===== config.mk =====
export PLATFORM = sky130hd
export DESIGN_NAME = aof_top
export DESIGN_NICKNAME = d
export VERILOG_FILES = /design/src/aof_pkg.sv /design/src/aof_top.sv
export SDC_FILE = /design/constraint.sdc
export NUM_CORES = 2
export LEC_CHECK = 0
export BUFFER_PORTS_ARGS = -buffer_cell sky130_fd_sc_hd__buf_2
export CAP_MARGIN = 40
export CORE_ASPECT_RATIO = 0.8
export CORE_MARGIN = 2
export CORE_UTILIZATION = 55
export CTS_CLUSTER_SIZE = 16
export DETAILED_ROUTE_END_ITERATION = 6
export PLACE_DENSITY = 0.71
export REMOVE_ABC_BUFFERS = 1
export SLEW_MARGIN = 20
export SYNTH_ARGS = -nofsm -noshare
export SYNTH_HDL_FRONTEND = slang
export SYNTH_SLANG_ARGS = --single-unit

===== constraint.sdc =====
create_clock -name sys_clk -period 13.1 [get_ports sys_clk]
set_clock_uncertainty 0.05 [all_clocks]
set_input_delay 1.31 -clock sys_clk [delete_from_list [all_inputs] [get_ports sys_clk]]
set_output_delay 1.31 -clock sys_clk [all_outputs]
set_load 0.005 [all_outputs]

===== src/aof_pkg.sv =====
// constants for the accelerometer output buffer
package aof_pkg;
  localparam int unsigned AOF_DEPTH      = 32;
  localparam int unsigned AOF_PTR_W      = 5;
  localparam int unsigned AOF_CNT_W      = 6;
  localparam int unsigned AOF_SMP_W      = 16;
  localparam int unsigned AOF_ENT_W      = 48;
  // register offsets
  localparam logic [7:0] AOF_X_LOW_ADDR  = 8'h32;
  localparam logic [7:0] AOF_X_HIGH_ADDR = 8'h33;
  localparam logic [7:0] AOF_Y_LOW_ADDR  = 8'h34;
  localparam logic [7:0] AOF_Y_HIGH_ADDR = 8'h35;
  localparam logic [7:0] AOF_Z_LOW_ADDR  = 8'h36;
  localparam logic [7:0] AOF_Z_HIGH_ADDR = 8'h37;
  localparam logic [7:0] AOF_CTL_ADDR    = 8'h38;
  localparam logic [7:0] AOF_STAT_ADDR   = 8'h39;
  // buffer_control fields
  localparam int unsigned AOF_MODE_MSB   = 7;
  localparam int unsigned AOF_MODE_LSB   = 6;
  localparam int unsigned AOF_TSEL_BIT   = 5;
  localparam int unsigned AOF_CNT_MSB    = 4;
  localparam int unsigned AOF_CNT_LSB    = 0;
  localparam logic [7:0] AOF_CTL_RST     = 8'h00;
  // buffer_status fields
  localparam int unsigned AOF_TRIG_BIT   = 7;
  localparam logic [5:0] AOF_FULL_CNT    = 6'h20;
  // buffer modes
  typedef enum logic [1:0] {
    AOF_BYPASS  = 2'h0,
    AOF_FILL    = 2'h1,
    AOF_STREAM  = 2'h2,
    AOF_TRIGGER = 2'h3
  } aof_mode_e;
endpackage : aof_pkg


===== src/aof_top.sv =====
// accelerometer output sample buffer with axis and buffer registers
//
// Behaviour
// - axis samples read as two's complement bytes, low first, x/y/z at 0x32..0x37.
// - control bits 7:6 select mode; 00 is bypass, no buffering.
// - mode 01 stores up to 32 entries, then drops until space frees.
// - mode 10 keeps latest 32 samples, overwriting oldest when full.
// - mode 11 keeps history until trigger, then fills and stops.
// - control bit 5 picks which interrupt output triggers: 0 first, 1 second.
// - writing sample count zero sets watermark immediately in every mode.
// - sample count sets watermark level in modes 01/10; ignored in bypass.
// - in triggered mode sample count bounds the pre-trigger history.
// - status bit 7 shows trigger seen, bit 6 reads zero.
// - status bits 5:0 give stored count; samples read via axis registers.
// - any axis data read burst removes one buffer level.
// - buffer holds 32, plus one at output stage gives 33.
// - data-ready, overrun set on events, cleared by axis reads; watermark follows level vs count.
// - while sleeping no samples enter the buffer.
`timescale 1ns/10ps
module aof_top
  import aof_pkg::*;
(
  // clock and reset
  input  wire logic                          sys_clk,
  input  wire logic                          rst,
  // sample source
  input  wire logic                          smp_valid,
  input  wire logic [aof_pkg::AOF_SMP_W-1:0] smp_x,
  input  wire logic [aof_pkg::AOF_SMP_W-1:0] smp_y,
  input  wire logic [aof_pkg::AOF_SMP_W-1:0] smp_z,
  input  wire logic                          sleep_en,
  // trigger sources
  input  wire logic                          irq_out_first,
  input  wire logic                          irq_out_second,
  // register port
  input  wire logic [7:0]                    reg_addr,
  input  wire logic                          reg_wr,
  input  wire logic [7:0]                    reg_wdata,
  input  wire logic                          reg_rd,
  input  wire logic                          reg_rd_last,
  output logic      [7:0]                    reg_rdata_q,
  // event flags
  output logic                               data_ready_q,
  output logic                               watermark_q,
  output logic                               overrun_q
);
  import aof_pkg::*;

  function automatic logic is_axis(input logic [7:0] a);
    is_axis = (a >= AOF_X_LOW_ADDR) && (a <= AOF_Z_HIGH_ADDR);
  endfunction : is_axis

  function automatic logic [7:0] axis_byte(input logic [AOF_ENT_W-1:0] e,
                                           input logic [7:0] a);
    logic [7:0] idx;
    idx = a - AOF_X_LOW_ADDR;
    axis_byte = e[idx[2:0]*8 +: 8];
  endfunction : axis_byte

  logic [7:0]           ctl_q, ctl_d;
  logic [AOF_ENT_W-1:0] mem_q [AOF_DEPTH];
  logic [AOF_PTR_W-1:0] wp_q, wp_d, rp_q, rp_d;
  logic [AOF_CNT_W-1:0] cnt_q, cnt_d;
  logic [AOF_ENT_W-1:0] out_q, out_d;
  logic                 out_valid_q, out_valid_d;
  logic                 trig_q, trig_d;
  logic                 touched_q;

  aof_mode_e mode_q;
  wire [4:0] samples = ctl_q[AOF_CNT_MSB:AOF_CNT_LSB];
  wire [AOF_ENT_W-1:0] smp_ent = {smp_z, smp_y, smp_x};
  assign mode_q = aof_mode_e'(ctl_q[AOF_MODE_MSB:AOF_MODE_LSB]);

  // register port decode
  wire ctl_wr  = reg_wr && (reg_addr == AOF_CTL_ADDR);
  wire ax_rd   = reg_rd && is_axis(reg_addr);
  wire rd_done = reg_rd && reg_rd_last && (touched_q || is_axis(reg_addr));
  wire [1:0] new_mode = reg_wdata[AOF_MODE_MSB:AOF_MODE_LSB];
  wire flush   = ctl_wr && (new_mode == AOF_BYPASS);

  // sample admission
  wire bypass   = (mode_q == AOF_BYPASS);
  wire push     = smp_valid && !sleep_en;
  wire push_buf = push && !bypass;
  wire full     = (cnt_q == AOF_FULL_CNT);
  wire pretrig  = (mode_q == AOF_TRIGGER) && !trig_q;
  wire hold     = (mode_q == AOF_FILL) || ((mode_q == AOF_TRIGGER) && trig_q);
  wire no_hist  = pretrig && (samples == 5'h00);
  wire enq      = push_buf && !(full && hold) && !no_hist;
  wire out_free = !out_valid_q || rd_done;
  wire deq      = !bypass && out_free && (cnt_q != '0);
  wire hist_lim = pretrig && ({1'b0, samples} <= cnt_q);
  wire drop_old = enq && !deq && ((full && mode_q == AOF_STREAM) || hist_lim);
  wire ovr_evt  = (push_buf && full && hold) ||
                  (push_buf && full && (mode_q == AOF_STREAM) && !deq) ||
                  (push && bypass && out_valid_q && !rd_done);

  // trigger selection
  wire trig_src = ctl_q[AOF_TSEL_BIT] ? irq_out_second : irq_out_first;
  wire trig_evt = (mode_q == AOF_TRIGGER) && trig_src;

  // pointer and level arithmetic
  always_comb begin
    ctl_d = ctl_wr ? reg_wdata : ctl_q;
    wp_d  = enq ? wp_q + 5'h01 : wp_q;
    rp_d  = (deq || drop_old) ? rp_q + 5'h01 : rp_q;
    cnt_d = cnt_q;
    if (enq && !(deq || drop_old)) begin
      cnt_d = cnt_q + 6'h01;
    end else if (!enq && deq) begin
      cnt_d = cnt_q - 6'h01;
    end
    if (flush) begin
      wp_d  = '0;
      rp_d  = '0;
      cnt_d = '0;
    end
  end

  // output stage holds the one extra sample
  always_comb begin
    out_d       = out_q;
    out_valid_d = out_valid_q && !rd_done;
    if (bypass && push) begin
      out_d       = smp_ent;
      out_valid_d = 1'b1;
    end else if (deq) begin
      out_d       = mem_q[rp_q];
      out_valid_d = 1'b1;
    end
  end

  assign trig_d = (trig_q && !ctl_wr) || trig_evt;

  // read data selection
  wire [7:0] stat_byte = {trig_q, 1'b0, cnt_q + {5'h00, out_valid_q}};
  wire [7:0] rd_mux = is_axis(reg_addr)          ? axis_byte(out_q, reg_addr) :
                      (reg_addr == AOF_CTL_ADDR)  ? ctl_q :
                      (reg_addr == AOF_STAT_ADDR) ? stat_byte : 8'h00;
  wire wm_lvl = (ctl_d[AOF_CNT_MSB:AOF_CNT_LSB] == 5'h00) ||
                ((mode_q != AOF_BYPASS) && (mode_q != AOF_TRIGGER) &&
                 (cnt_d >= {1'b0, ctl_d[AOF_CNT_MSB:AOF_CNT_LSB]}));

  always_ff @(posedge sys_clk or posedge rst) begin
    if (rst) begin
      ctl_q       <= AOF_CTL_RST;
      wp_q        <= '0;
      rp_q        <= '0;
      cnt_q       <= '0;
      out_q       <= '0;
      out_valid_q <= 1'b0;
      trig_q      <= 1'b0;
      touched_q   <= 1'b0;
    end else begin
      ctl_q       <= ctl_d;
      wp_q        <= wp_d;
      rp_q        <= rp_d;
      cnt_q       <= cnt_d;
      out_q       <= out_d;
      out_valid_q <= out_valid_d;
      trig_q      <= trig_d;
      touched_q   <= reg_rd && !reg_rd_last && (touched_q || ax_rd);
    end
  end

  always_ff @(posedge sys_clk) begin
    if (enq) begin
      mem_q[wp_q] <= smp_ent;
    end
  end

  always_ff @(posedge sys_clk or posedge rst) begin
    if (rst) begin
      reg_rdata_q  <= 8'h00;
      data_ready_q <= 1'b0;
      watermark_q  <= 1'b0;
      overrun_q    <= 1'b0;
    end else begin
      if (reg_rd) begin
        reg_rdata_q <= rd_mux;
      end
      data_ready_q <= out_valid_d && !sleep_en;
      watermark_q  <= wm_lvl;
      overrun_q    <= ovr_evt || (overrun_q && !rd_done);
    end
  end
endmodule : aof_top


Yosys cells after proc, flatten, opt, wreduce, memory -nomap -nowiden. Memories as Yosys holds them, arrays and structs flattened. Cells that the tools add are included.

Bits of input ports: 73. Output and inout bits: 11. Memories: 1. Memory bits (writable): 1536. Bits in registers: 86.

Memories: mem_q (words 32, width 48, read ports 1, clocked after memory_dff 0, wr ports 1, RTL line aof_top.sv:61) `logic [AOF_ENT_W-1:0] mem_q [AOF_DEPTH];`.

$add $sub $neg: 6. Equality and inequality tests: 7. Reductions and logical operators: 70. Order comparisons: 4. Mux-type cells: 18. Shift-type cells: 1.

Operators by type and width (count): $mux W48 (2); $shiftx A48 B7 Y8 (1); $logic_and A1 B1 Y1 (38); $mux W5 (5); $mux W8 (3); $mux W6 (3); $eq A8 B6 Y1 const B (2); $logic_not A1 Y1 (12); $logic_or A1 B1 Y1 (11); $add A5 B1 Y5 const B (2); $logic_not A5 Y1 (2); $ge A8 B6 Y1 const B (1); $le A8 B6 Y1 const B (1); $reduce_bool A2 Y1 (4); $add A6 B1 Y6 (1); $add A6 B1 Y6 const B (1); $eq A6 B6 Y1 const B (1); $ge A6 B5 Y1 (1); $le A5 B6 Y1 (1); $reduce_bool A6 Y1 (1); $sub A6 B1 Y6 const B (1); $mux W1 (5); $eq A2 B2 Y1 const B (2); $logic_not A2 Y1 (2); 3 further kinds (3).

Logic depth before layout (Yosys ltp).
Word-level depth: 18. Gate-level depth with buffers: 16.

Worst setup path before layout. No wires, ideal clock.

Path kind: input to register. From: input port sleep_en. To: memory mem_q[15][0], enable pin. Required time: 12.596 ns. Data arrival time: 4.474 ns. Cell stages on the path: 5. Path buffers: 1. Path slack: 8.122 ns. Path through: nor3b_1 > o211a_1 > buf_1 > nand2_1 > nor2_1.

Longest elaborated chain between the ends: 7.

Ends and longest elaborated chain: from (decl) (RTL line aof_top.sv:31) `input wire logic sleep_en,`; $logic_not A1 Y1 (RTL line aof_top.sv:83) `wire push = smp_valid && !sleep_en;`; $logic_and A1 B1 Y1 (RTL line aof_top.sv:83); $logic_and A1 B1 Y1 (RTL line aof_top.sv:84) `wire push_buf = push && !bypass;`; $logic_and A1 B1 Y1 (2 in a row) (RTL line aof_top.sv:89) `wire enq = push_buf && !(full && hold) && !no_hist;`; $mux W1 (RTL line aof_top.sv:167) `if (enq) begin`; $mux W1 (implied by the code) (RTL line aof_top.sv:168) `mem_q[wp_q] <= smp_ent;`; to (decl) (RTL line aof_top.sv:61).

Every way passes these cells.

Final worst setup path.
From: register rp_q[0]. To: register out_q[16].

Longest elaborated chain between the ends: 3.

Ends and longest elaborated chain: from (decl) (RTL line aof_top.sv:62) `logic [AOF_PTR_W-1:0] wp_q, wp_d, rp_q, rp_d;`; from (signal assigned) (RTL line aof_top.sv:157) `rp_q <= rp_d;`; $mem_v2 Z32 W48; $mux W48 (RTL line aof_top.sv:127) `end else if (deq) begin`; $mux W48 (RTL line aof_top.sv:124) `if (bypass && push) begin`; to (signal assigned) (RTL line aof_top.sv:159) `out_q <= out_d;`; to (decl) (RTL line aof_top.sv:64) `logic [AOF_ENT_W-1:0] out_q, out_d;`.

Every way passes these cells. The select of a mux whose other input is x is not followed. A chain may end at the register's enable or synchronous reset.

==> qor.yml <==
sta:
  hold_viol_final: 0
  rsz0062_at_grt: "no"
  max_freq_ghz: 0.239
  min_period_ns: 4.18
  fin_crit_sh_pct: 31.9
  postLayoutSetupSlackWorst_ns: 8.92
  slew_violations: 0
  relSlewSlack_pct: 33.7
  tightest_slew_ns: 0.994
  setup-violations-final: 0
finish:
  final_net_count: 3002
  multiInputGateArea_sq_mm: 0.0144
  fin_area_sq_mm: 0.0709
  seq_area_sq_mm: 0.0483
  drive_gt1_share_pct: 30.4
  fillCellCount: 7486
  syn2layout_area_growth_pct: 12.2
hold_path:
  hp-class: "reg -> reg"
yosys:
  synth-seq-area-share_pct: 76.4
  synth_ff_type: "edfxtp_1"
  ys_warn_count: 0
  syn_area_sq_mm: 0.0632
  netlist_instances: 2744
  netlist-cell-type-count: 60
  synth_edf_count: 1536
  ys_ff_latch: 1622
  synthArstFlopShare_pct: 5.30
  synth_area_per_cell_sq_um: 23.0
die:
  rows: 111
  die_width_um: 383
  die_h_um: 307
  start_util_pct: 55.3
  core_area_sq_mm: 0.114
  pin_count: 84
  dieArea_sq_mm: 0.118
placed_design:
  io_buffers: 83
  dpl_cell_area_sq_mm: 0.0660
  place_ws_ns: 8.26
  dp_hpwl_um: 90100
  gp_congestion: 0.873
run_status:
  status: "complete, no violations"
clock_network:
  cts_buffers: 153
  cts_resized: 0
  postCtsSetupBuffers: 0
  clk_pin_slew_ns: 0.06
  cts_hold_buf: 0
  clock-root-buffer: "clkbuf_16"
  cts_buffer_depth: 3
  cts-htree-levels: 4
  cts_tree: "done"
  cts_sinks: 1622
  clock_latency_ns: 0.77
critical_path:
  critPathKind: "reg -> reg"
  cp-end-kind: "flop"
  cp.required_ns: 13.70
  crit_arrival_ns: 4.78
  worstPathMaxFanout: 103
  startpoint_type: "flop"
power_and_ir_drop:
  leakagePower_uw: 0.0224
  p_total_uw: 10600
  ir_drop_mv: 0.135
  powerDensity_mw_per_mm2: 149
detailed_routing:
  first_pass_iters: 6
  num_vias: 30100
  wl_um: 153000
  vias_per_cell: 6.61
  drcViolationCount: 0
  route.antenna.remaining_nets: 0
  drtIter0Drc: 4633
  wl_per_cell_um: 33.7
job:
  drv_cap: 0
global_routing:
  grt_max_degree: 125
  grt_pass1_vias: 30400
  grt.total_usage_pct: 26.6
  grt_overflow: 0
  antenna_found_initial: 25
  grt_pass1_wl_um: 219000
[state kept, by name, summed over array words and instances, names as in the netlist]
register	count
mem_q	1536
out_q	48
ctl_q	8
reg_rdata_q	8
cnt_q	6
rp_q	5
wp_q	5
data_ready_q	1
out_valid_q	1
overrun_q	1
touched_q	1
trig_q	1
watermark_q	1
[worst max-delay path, stage by stage (launching register included)]
cell     delay, ns
dfrtp_4       0.52
buf_16        0.29
buf_12        0.51
buf_12        0.61
mux4_2        0.71
mux4_2        0.65
mux2i_1       0.20
o21ai_1       0.07
[final cells by class]
class | instances | area share, %
sequential | 1622 | 68.1
multi-input combinational | 947 | 20.3
clock buffer | 205 | 5.88
tap | 1525 | 2.69
timing repair buffer | 159 | 2.10
clock inverter | 73 | 0.771
inverter | 22 | 0.120
antenna | 5 | 0.0176
[layout by cell type, fill, tap and decap left out, drive strengths merged, types with 7 or more instances in the layout]
cell,n
a21oi,62
a222oi,7
a31oi,7
and3,54
buf,158
clkbuf,206
clkinv,57
dfrtp,86
edfxtp,1536
ha,24
inv,31
mux2,7
mux2i,67
mux4,488
nand2,25
nand4,7
nor2,62
nor3,7
o211ai,8
o21ai,52
[stage by stage]
stage | util [%] | instances | hold slack (ns) | setup TNS (ns)
after floorplan | - | 2591 | 0.455 | -155.49
after global placement | 57.3 | 4248 | 0.442 | 0
after detailed placement | 57.8 | 4267 | 0.447 | 0
after CTS | 61.9 | 4545 | 0.459 | 0
after global routing | 62.0 | 4556 | 0.475 | 0
final | 62.0 | 4558 | 0.460 | 0
[report_power, final]
| part | total [uW] | leakage, uW | internal, uW | switching [uW] |
|---|---|---|---|---|
| Sequential | 5770 | 0.0149 | 5710 | 57.5 |
| Combinational | 606 | 0.00525 | 251 | 356 |
| Clock | 4200 | 0.00232 | 2340 | 1860 |
| Total | 10600 | 0.0224 | 8310 | 2280 |
[routing by layer]
| layer | track usage, % | up-vias | routed length, um | part of all wire (%) |
|---|---|---|---|---|
| li1 | - | 12000 | - | - |
| met1 | 39.5 | 16000 | 60400 | 39 |
| met2 | 37.5 | 1819 | 67900 | 44 |
| met3 | 9.96 | 263 | 21500 | 14 |
| met4 | 7.52 | 14 | 3520 | 2.3 |
| met5 | 0 | - | 98 | 0.064 |
[cells in the mapped netlist, types with 7 or more instances]
| library cell | n | area share, % |
|---|---|---|
| mux2i_1 | 67 | 1.1 |
| inv_1 | 22 | 0.13 |
| buf_4 | 7 | 0.083 |
| o21ai_1 | 37 | 0.29 |
| a21oi_1 | 62 | 0.49 |
| ha_1 | 24 | 0.47 |
| nor2_1 | 61 | 0.36 |
| a31oi_1 | 7 | 0.069 |
| nand2_1 | 25 | 0.15 |
| buf_1 | 15 | 0.089 |
| a222oi_1 | 7 | 0.11 |
| edfxtp_1 | 1536 | 73 |
| buf_2 | 45 | 0.36 |
| nor3_1 | 7 | 0.055 |
| mux2_2 | 7 | 0.12 |
| and3_1 | 54 | 0.53 |
| o21ai_0 | 15 | 0.12 |
| clkbuf_1 | 80 | 0.47 |
| dfrtp_1 | 86 | 3.4 |
| mux4_2 | 488 | 17 |
| o211ai_1 | 8 | 0.095 |
[worst paths after layout]
path / slack, ns / start / cells past startpoint / end
max: 8.92 / rp_q[0]$_DFFE_PP0P_ / 7 / out_q[16]$_DFFE_PP0P_
min: 0.46 / reg_rdata_q[5]$_DFFE_PP0P_ / 1 / reg_rdata_q[5]$_DFFE_PP0P_
max reg2reg: 8.92 / rp_q[0]$_DFFE_PP0P_ / 7 / out_q[16]$_DFFE_PP0P_
min reg2reg: 0.46 / reg_rdata_q[5]$_DFFE_PP0P_ / 1 / reg_rdata_q[5]$_DFFE_PP0P_
max in group asynchronous: 11.54 / rst / 4 / out_q[10]$_DFFE_PP0P_
min in group asynchronous: 0.50 / rst / 2 / cnt_q[0]$_DFF_PP0_
[logic make-up (layout without fill, tap and decap cells)]
family	after synthesis	in the layout	synth area share (%)
compound gates	163	163	1.58
xor+xnor	11	11	0.152
fa+ha+maj	24	24	0.475
buf+inv	175	459	1.24
flops	1622	1622	76.4
mux	562	562	18.6
other cells	0	5	0
simple gates	187	187	1.62
No activity file was read; power rests on OpenSTA's default activity.
